File: config.mk
export PLATFORM = sky130hd
export DESIGN_NAME = jxu_top
export DESIGN_NICKNAME = d
export VERILOG_FILES = /design/src/core/jxu_pkg.sv /design/src/core/jxu_index_alu.sv /design/src/core/jxu_top.sv
export SDC_FILE = /design/constraint.sdc
export NUM_CORES = 1
export LEC_CHECK = 0
export ABC_AREA = 1
export BUFFER_PORTS_ARGS = -buffer_cell sky130_fd_sc_hd__clkbuf_2
export CAP_MARGIN = 20
export CORE_MARGIN = 5
export CORE_UTILIZATION = 45
export DETAILED_ROUTE_END_ITERATION = 6
export PLACE_DENSITY = 0.79
export SLEW_MARGIN = 40
export SYNTH_ARGS = -nofsm -noshare
export SYNTH_HDL_FRONTEND = slang
export SYNTH_SLANG_ARGS = --single-unit
File: constraint.sdc
create_clock -name clk_sys -period 12.26 [get_ports clk_sys]
set_input_delay 0.613 -clock clk_sys [delete_from_list [all_inputs] [get_ports clk_sys]]
set_output_delay 0.613 -clock clk_sys [all_outputs]
set_load 0.02 [all_outputs]
File: src/core/jxu_pkg.sv
// Package for the jump execution unit: opcodes, widths and reset values.
package jxu_pkg;

  localparam int ADDR_W = 32;
  localparam int DATA_W = 16;
  localparam int REGSEL_W = 3;

  typedef enum logic [2:0]
  {
    JXU_OP_DEC_INDEX  = 3'h0,
    JXU_OP_INC_INDEX  = 3'h1,
    JXU_OP_UNCOND     = 3'h2,
    JXU_OP_LINK_GREG  = 3'h3,
    JXU_OP_STORE_MEM  = 3'h4,
    JXU_OP_SAVE_INDEX = 3'h5,
    JXU_OP_SAVE_XBASE = 3'h6,
    JXU_OP_SAVE_YIDX  = 3'h7
  } jxu_op_type;

  localparam logic [ADDR_W-1:0] PC_RESET   = 32'h0000_0000;
  localparam logic [ADDR_W-1:0] PC_STEP    = 32'h0000_0001;
  localparam logic [DATA_W-1:0] INDEX_STEP = 16'h0001;
  localparam logic [DATA_W-1:0] INDEX_ZERO = 16'h0000;

endpackage

File: src/core/jxu_index_alu.sv
// Index adder for the conditional index jumps: step up or down and test for zero.
`timescale 1ns/100ps
`default_nettype none
module jxu_index_alu
#(
  parameter int W = jxu_pkg::DATA_W
)
(
  // Operand and direction.
  input  wire logic [W-1:0] index_in,
  input  wire logic         decrement,
  // Result.
  output logic [W-1:0]      index_out,
  output logic              is_zero
);
  import jxu_pkg::*;

  always_comb
  begin
    if (decrement)
      index_out = index_in - W'(INDEX_STEP);
    else
      index_out = index_in + W'(INDEX_STEP);
    is_zero = (index_out == W'(INDEX_ZERO));
  end
endmodule
`default_nettype wire

File: src/core/jxu_top.sv
// Jump execution unit: executes jump-class instructions in one cycle each.
`timescale 1ns/100ps
`default_nettype none
module jxu_top
(
  // Clock and reset.
  input  wire logic                         clk_sys,
  input  wire logic                         rst_n,
  // Decoded instruction.
  input  wire logic                         instr_valid,
  input  wire jxu_pkg::jxu_op_type          instr_op,
  input  wire logic [jxu_pkg::REGSEL_W-1:0] instr_reg_sel,
  input  wire logic [jxu_pkg::ADDR_W-1:0]   eff_addr,
  // Index register X as read from the register file.
  input  wire logic [jxu_pkg::DATA_W-1:0]   index_x_in,
  // Program counter.
  output logic [jxu_pkg::ADDR_W-1:0]        pc,
  // Register file write ports.
  output logic                              x_wr_en,
  output logic [jxu_pkg::DATA_W-1:0]        x_wr_data,
  output logic                              y_wr_en,
  output logic [jxu_pkg::DATA_W-1:0]        y_wr_data,
  output logic                              xb_wr_en,
  output logic [jxu_pkg::ADDR_W-1:0]        xb_wr_data,
  output logic                              greg_wr_en,
  output logic [jxu_pkg::REGSEL_W-1:0]      greg_wr_sel,
  output logic [jxu_pkg::ADDR_W-1:0]        greg_wr_data,
  // Memory write port.
  output logic                              mem_wr_en,
  output logic [jxu_pkg::ADDR_W-1:0]        mem_wr_addr,
  output logic [jxu_pkg::ADDR_W-1:0]        mem_wr_data,
  // Status.
  output logic                              jump_taken
);
  import jxu_pkg::*;

  logic rst_meta_r;
  logic rst_sync_r;

  always_ff @(posedge clk_sys or negedge rst_n)
  begin
    if (!rst_n)
    begin
      rst_meta_r <= 1'b0;
      rst_sync_r <= 1'b0;
    end
    else
    begin
      rst_meta_r <= 1'b1;
      rst_sync_r <= rst_meta_r;
    end
  end

  logic [DATA_W-1:0] idx_new;
  logic              idx_zero;

  jxu_index_alu #(.W(DATA_W)) u_alu
  (
    .index_in  (index_x_in),
    .decrement (instr_op == JXU_OP_DEC_INDEX),
    .index_out (idx_new),
    .is_zero   (idx_zero)
  );

  logic [ADDR_W-1:0]   pc_r, pc_nxt;
  logic [ADDR_W-1:0]   pc_inc;
  logic                x_en_r, x_en_nxt, y_en_r, y_en_nxt;
  logic                xb_en_r, xb_en_nxt, g_en_r, g_en_nxt;
  logic                m_en_r, m_en_nxt, jt_r, jt_nxt;
  logic [DATA_W-1:0]   x_d_r, x_d_nxt, y_d_r, y_d_nxt;
  logic [ADDR_W-1:0]   xb_d_r, xb_d_nxt, g_d_r, g_d_nxt;
  logic [ADDR_W-1:0]   m_a_r, m_a_nxt, m_d_r, m_d_nxt;
  logic [REGSEL_W-1:0] g_s_r, g_s_nxt;

  // Saved values derive from the current PC, read before it is replaced.
  assign pc_inc = pc_r + PC_STEP;

  always_comb
  begin
    pc_nxt    = pc_r;
    x_en_nxt  = 1'b0;
    y_en_nxt  = 1'b0;
    xb_en_nxt = 1'b0;
    g_en_nxt  = 1'b0;
    m_en_nxt  = 1'b0;
    jt_nxt    = 1'b0;
    x_d_nxt   = x_d_r;
    y_d_nxt   = y_d_r;
    xb_d_nxt  = xb_d_r;
    g_d_nxt   = g_d_r;
    g_s_nxt   = g_s_r;
    m_a_nxt   = m_a_r;
    m_d_nxt   = m_d_r;
    if (instr_valid)
    begin
      jt_nxt = 1'b1;
      pc_nxt = eff_addr;
      unique case (instr_op)
        JXU_OP_DEC_INDEX, JXU_OP_INC_INDEX:
        begin
          x_en_nxt = 1'b1;
          x_d_nxt  = idx_new;
          if (!idx_zero)
          begin
            jt_nxt = 1'b0;
            pc_nxt = pc_inc;
          end
        end
        JXU_OP_UNCOND:
        begin
          jt_nxt = 1'b1;
        end
        JXU_OP_LINK_GREG:
        begin
          g_en_nxt = 1'b1;
          g_s_nxt  = instr_reg_sel;
          g_d_nxt  = pc_inc;
        end
        JXU_OP_STORE_MEM:
        begin
          m_en_nxt = 1'b1;
          m_a_nxt  = eff_addr;
          m_d_nxt  = pc_r;
        end
        JXU_OP_SAVE_INDEX:
        begin
          x_en_nxt = 1'b1;
          x_d_nxt  = pc_inc[DATA_W-1:0];
        end
        JXU_OP_SAVE_XBASE:
        begin
          xb_en_nxt = 1'b1;
          xb_d_nxt  = pc_r;
        end
        JXU_OP_SAVE_YIDX:
        begin
          y_en_nxt = 1'b1;
          y_d_nxt  = pc_inc[DATA_W-1:0];
        end
      endcase
    end
  end

  always_ff @(posedge clk_sys or negedge rst_sync_r)
  begin
    if (!rst_sync_r)
    begin
      pc_r    <= PC_RESET;
      x_en_r  <= 1'b0;
      y_en_r  <= 1'b0;
      xb_en_r <= 1'b0;
      g_en_r  <= 1'b0;
      m_en_r  <= 1'b0;
      jt_r    <= 1'b0;
      x_d_r   <= '0;
      y_d_r   <= '0;
      xb_d_r  <= '0;
      g_d_r   <= '0;
      g_s_r   <= '0;
      m_a_r   <= '0;
      m_d_r   <= '0;
    end
    else
    begin
      pc_r    <= pc_nxt;
      x_en_r  <= x_en_nxt;
      y_en_r  <= y_en_nxt;
      xb_en_r <= xb_en_nxt;
      g_en_r  <= g_en_nxt;
      m_en_r  <= m_en_nxt;
      jt_r    <= jt_nxt;
      x_d_r   <= x_d_nxt;
      y_d_r   <= y_d_nxt;
      xb_d_r  <= xb_d_nxt;
      g_d_r   <= g_d_nxt;
      g_s_r   <= g_s_nxt;
      m_a_r   <= m_a_nxt;
      m_d_r   <= m_d_nxt;
    end
  end

  assign pc           = pc_r;
  assign x_wr_en      = x_en_r;
  assign x_wr_data    = x_d_r;
  assign y_wr_en      = y_en_r;
  assign y_wr_data    = y_d_r;
  assign xb_wr_en     = xb_en_r;
  assign xb_wr_data   = xb_d_r;
  assign greg_wr_en   = g_en_r;
  assign greg_wr_sel  = g_s_r;
  assign greg_wr_data = g_d_r;
  assign mem_wr_en    = m_en_r;
  assign mem_wr_addr  = m_a_r;
  assign mem_wr_data  = m_d_r;
  assign jump_taken   = jt_r;

  uncond_loads_a: assert property (@(posedge clk_sys) disable iff (!rst_sync_r)
    instr_valid && instr_op == JXU_OP_UNCOND |=> pc == $past(eff_addr) && jump_taken
      && !x_wr_en && !y_wr_en && !xb_wr_en && !greg_wr_en && !mem_wr_en)
    else $error("Unconditional jump did not load target alone.");

  any_jump_a: assert property (@(posedge clk_sys) disable iff (!rst_sync_r)
    jump_taken |-> pc == $past(eff_addr))
    else $error("Taken jump without target in PC.");

  dec_index_a: assert property (@(posedge clk_sys) disable iff (!rst_sync_r)
    instr_valid && instr_op == JXU_OP_DEC_INDEX |=> x_wr_en
      && x_wr_data == $past(index_x_in) - 16'h0001
      && jump_taken == (x_wr_data == 16'h0000))
    else $error("Decrement jump wrong.");

  inc_index_a: assert property (@(posedge clk_sys) disable iff (!rst_sync_r)
    instr_valid && instr_op == JXU_OP_INC_INDEX |=> x_wr_en
      && x_wr_data == $past(index_x_in) + 16'h0001
      && jump_taken == (x_wr_data == 16'h0000))
    else $error("Increment jump wrong.");

  link_greg_a: assert property (@(posedge clk_sys) disable iff (!rst_sync_r)
    instr_valid && instr_op == JXU_OP_LINK_GREG |=> greg_wr_en
      && greg_wr_sel == $past(instr_reg_sel) && greg_wr_data == $past(pc) + 32'h1)
    else $error("Linking jump return address wrong.");

  store_mem_a: assert property (@(posedge clk_sys) disable iff (!rst_sync_r)
    instr_valid && instr_op == JXU_OP_STORE_MEM |=> mem_wr_en
      && mem_wr_data == $past(pc) && mem_wr_addr == $past(eff_addr))
    else $error("Store jump wrong.");

  save_x_a: assert property (@(posedge clk_sys) disable iff (!rst_sync_r)
    instr_valid && instr_op == JXU_OP_SAVE_INDEX |=> x_wr_en
      && x_wr_data == 16'($past(pc) + 32'h1))
    else $error("Save-index value wrong.");

  save_xb_a: assert property (@(posedge clk_sys) disable iff (!rst_sync_r)
    instr_valid && instr_op == JXU_OP_SAVE_XBASE |=> xb_wr_en
      && xb_wr_data == $past(pc) && pc == $past(eff_addr))
    else $error("Extended base save wrong.");

  save_y_a: assert property (@(posedge clk_sys) disable iff (!rst_sync_r)
    instr_valid && instr_op == JXU_OP_SAVE_YIDX |=> y_wr_en
      && y_wr_data == 16'($past(pc) + 32'h1))
    else $error("Second index save wrong.");

  fall_through_a: assert property (@(posedge clk_sys) disable iff (!rst_sync_r)
    instr_valid && (instr_op == JXU_OP_DEC_INDEX || instr_op == JXU_OP_INC_INDEX)
      && !idx_zero |=> pc == $past(pc) + 32'h1 && !jump_taken && x_wr_en)
    else $error("Nonzero index did not fall through.");

endmodule
`default_nettype wire

==> impl_summary.md <==
Layout
The total of fill cells in the finished design is 1943. The share of post-route cells with drive strength above 1 is between 20% and 30%. The final instance count without filler cells is 1741. The summed area of non-filler cells in the final layout is between 10000 and 15000 sq um. In the layout the commonest cells are nand2_1, clkbuf_2, dfrtp_1.

The repair_antennas step left the layout with diodes totalling 0. After the last flow step, the layout net total stands at between 1.5k and 2k. Leaving out fill and tap cells, the most frequent cell in the layout is nand2_1. Relative to the synthesized area, the layout overhead comes to 23.7%.

Placement
The number of placed instances with taps included is 1700. The half-perimeter wire length of the detailed placement result is roughly 23000 um. The port buffer count is 257. The post-detailed-placement cell area is between 10000 and 15000 sq um. The routability congestion estimate is 0.918.

Synth
The cell count after synthesis is 1217. The number of enable flip-flop cells after synthesis is 0. The most used flip-flop cell after synthesis is dfrtp_1. In the post-synthesis netlist, the biggest area contributors are dfrtp_1, nand2_1, o21ai_0. In this run, distinct cell masters in the synthesized netlist total 36. dfrtp_1 takes more of the synthesized area than any other cell. After synthesis the cells add up to about 9700 sq um. After synthesis, the mean cell area works out to roughly 8 sq um. The share of synthesized area occupied by flip-flops and latches is a little over half. The proportion of register bits with asynchronous set or reset after synthesis is 100%. The fraction of synthesized cell area taken by the top area cell type is 52.4%. The yosys synthesis warning count is 0. Counting every net in the synthesized netlist gives ~1.3k. After synthesis the netlist holds a flip-flop and latch count of 203.

Timing
Setup repair after global routing left no endpoint under its margin. For the pin with the worst max-slew slack, the measured transition is 0.819 ns. The achievable frequency is 0.215 GHz. The final count of negative-setup-slack endpoints is 0. The final number of hold-violating endpoints came to 0. Of the available clock period, the critical path in the final layout requires 38.0%. The clock period minus worst slack is around 4.7 ns. The final worst clock skew is approximately 0.0096 ns.

The relative max-transition margin is between 40% and 50%. The total count of max-transition violations in the final report is 0. The sum of negative setup slack is 0 ns.

Detailed routing
Wires add up to roughly 32000 um. The number of remaining DRC errors is 0. After detailed routing, the number of vias per cell comes to about 5.3. Across all layers, the routed design uses just over 9k vias. Once detail routing completed, the nets flagged for antenna violations numbered 0. The number of detailed-routing iterations run before antenna repair is 6. After detailed routing, the average wire length per cell comes to approximately 18 um.

The detailed router finished its first iteration with around 930 violations.

Global routing
After global routing the overflow that remains totals 0. The maximum number of pins on one net before global-route repair is 127. The wire length of the first global-routing pass is 49600 um. The total global routing track utilization is 25.3%. The number of global-route vias before repair is approximately 9.0k.

The initial antenna violation count is 0.

Worst hold path
The path type of the worst min-delay path is reg2async.

Worst setup path
The required time of the critical path is roughly 13 ns. The worst setup path is captured at a flop. The peak fanout along the critical path is 52. The signal on the critical path passes through clkbuf_2 > nor2_4 > buf_4 > nand2_2 > nand2_1 > nand2_1 > inv_1 > ha_1 > inv_1 > nand2_1 > nand2_1 > o21ai_1 > nand3_1 > nand2_1 > nand2_1 > nand2_1 > nand2_1 > nor2_1 > nand3_2 > nand2_4 > nand2_1 > nand3_1 > nand2_1. The start-to-end type of the worst setup path is in2reg.

The most frequent cell on the critical path is nand2_1. For this run, the slowest stage of the critical path takes roughly 0.63 ns. The worst setup path is launched from a primary input. The master of the slowest instance on the critical path is nand3_2. Data on the critical path arrives at its endpoint at ~5.1 ns.

The worst register-to-register path begins at pc[0]. In this run the worst setup path begins at instr_op[2].

Clock network
The CTS clock-pin slew for the worst setup and hold paths is roughly 0.06 ns. The H-tree depth is 1. Counting every sink on the clock net gives ~200. Clock latency on the worst-skew pair, taken at its later pin, is around 0.5 ns. The TritonCTS clock tree is done. The post-cts gate resize count is 0. Buffers inserted during clock tree synthesis total 22. The deepest clock path buffer count is 3. CTS placed an instance of clkbuf_16 at the clock tree root.

Job
The number of maximum-capacitance constraint violations is 0.

Floorplanning
In this run the standard cell core region covers ~21000 sq um. The starting utilization of the core area is a little under half. The die is ~160 um wide.

The number of top-level design ports is 258. The floorplan die area is approximately 25000 sq um. The row count is 53. The y dimension of the die is around 160 um.

Outcome
The run finished with clean final reports.

Power
The worst IR drop on VDD is about 120 uV. The ratio of total power to cell area is roughly 180 nW/um^2. The standby leakage power is ~6.5 nW. Total power for the finished layout comes to around 0.0022 W.
report_power, final:
part           total, W  switching, W  internal, W  leakage, nW
Clock          0.000739      0.000275     0.000464        0.402
Sequential     0.000887     0.0000926     0.000794         2.55
Combinational  0.000552      0.000386     0.000166         3.59
Total           0.00218      0.000753      0.00142         6.55
synth_stat cells, types with 2 or more instances:
cell and n:
o211ai_1 5, nand2_1 398, nand4_1 10, a41o_1 2, xor2_1 29, buf_2 5
clkbuf_1 36, nor4_1 4, and3_1 2, o21a_1 2, nand2_2 3, buf_4 4
o21ai_0 162, a21oi_1 11, buf_6 6, nor3_1 20, nor2_1 41, buf_1 7
inv_1 130, a31oi_1 3, clkinv_1 2, inv_2 2, a41oi_1 9, nand3_1 107
xnor2_1 3, ha_1 2, dfrtp_1 203
cell families after synthesis:
| group | count (synthesis) | synth area share [%] |
|---|---|---|
| DFF | 203 | 52.4 |
| other | 1 | 0.0387 |
| xor gates and xnor gates | 32 | 2.89 |
| AOI/OAI and AO/OA | 197 | 11.0 |
| buffers and inverters | 192 | 8.13 |
| adders and majority gates | 2 | 0.258 |
| and+or+nand+nor | 590 | 25.3 |
per-layer routing:
| layer | share of wire, % | global-route usage [%] | up-vias |
|---|---|---|---|
| met5 | 0 | 0 | - |
| met4 | 2.9 | 7.40 | 0 |
| met3 | 7.7 | 5.37 | 61 |
| met2 | 46 | 40.4 | 387 |
| met1 | 43 | 35.0 | 4383 |
| li1 | - | - | 4365 |
path summary, 6_finish.rpt:
check                      depth (start not counted)         endpoint  slack, ns
hold / removal                                     0  mem_wr_addr[28]       0.31
setup / recovery                                  23            pc[8]       7.60
max in group asynchronous                          2    y_wr_data[10]      10.69
min in group clk_sys                               3   greg_wr_sel[1]       0.32
setup reg to reg                                  15           pc[30]       8.87
hold reg to reg                                    0  mem_wr_addr[28]       0.31
final cells by class:
type                            instances  area [sq um]  share of cell area, %
Tap cell                              275           344                   2.87
Clock buffer                           31           666                   5.56
Clock inverter                          9           155                   1.30
Sequential cell                       203          5080                   42.4
Inverter                              134           505                   4.22
Timing Repair Buffer                  267          1380                   11.6
Multi-Input combinational cell        822          3840                   32.1
flip-flops by register name, indices dropped and copies added, names as in the netlist:
register	flops
greg_wr_sel	3
mem_wr_addr	32
y_wr_data	16
rst_meta_r	1
greg_wr_data	32
mem_wr_data	32
mem_wr_en	1
pc	32
xb_wr_en	1
y_wr_en	1
x_wr_data	16
rst_sync_r	1
xb_wr_data	32
jump_taken	1
x_wr_en	1
greg_wr_en	1
worst max-delay path: cells and delay by family:
| kind | cells | cell delay, ns |
|---|---|---|
| and+or+nand+nor | 17 | 3.16 |
| buffers and inverters | 4 | 0.80 |
| AOI/OAI and AO/OA | 1 | 0.26 |
| adders and majority gates | 1 | 0.17 |
metrics by stage:
stage / hold slack, ns / util [%] / worst slack, ns
CTS: 0.302 / 56.8 / 7.68
global placement: 0.336 / 52.7 / 7.49
detailed placement: 0.321 / 52.8 / 7.19
finish: 0.314 / 56.8 / 7.60
floorplan: 0.317 / - / 6.18
global route: 0.305 / 56.8 / 7.19
repair_timing:
action / 4_1_cts / 5_1_grt
buffers inserted: 0 / 0
endpoints found under the hold margin: 2 / 0
endpoints found under the setup margin: 0 / 0
hold buffers: 1 / 0
Power figures use the tool's default switching activity.
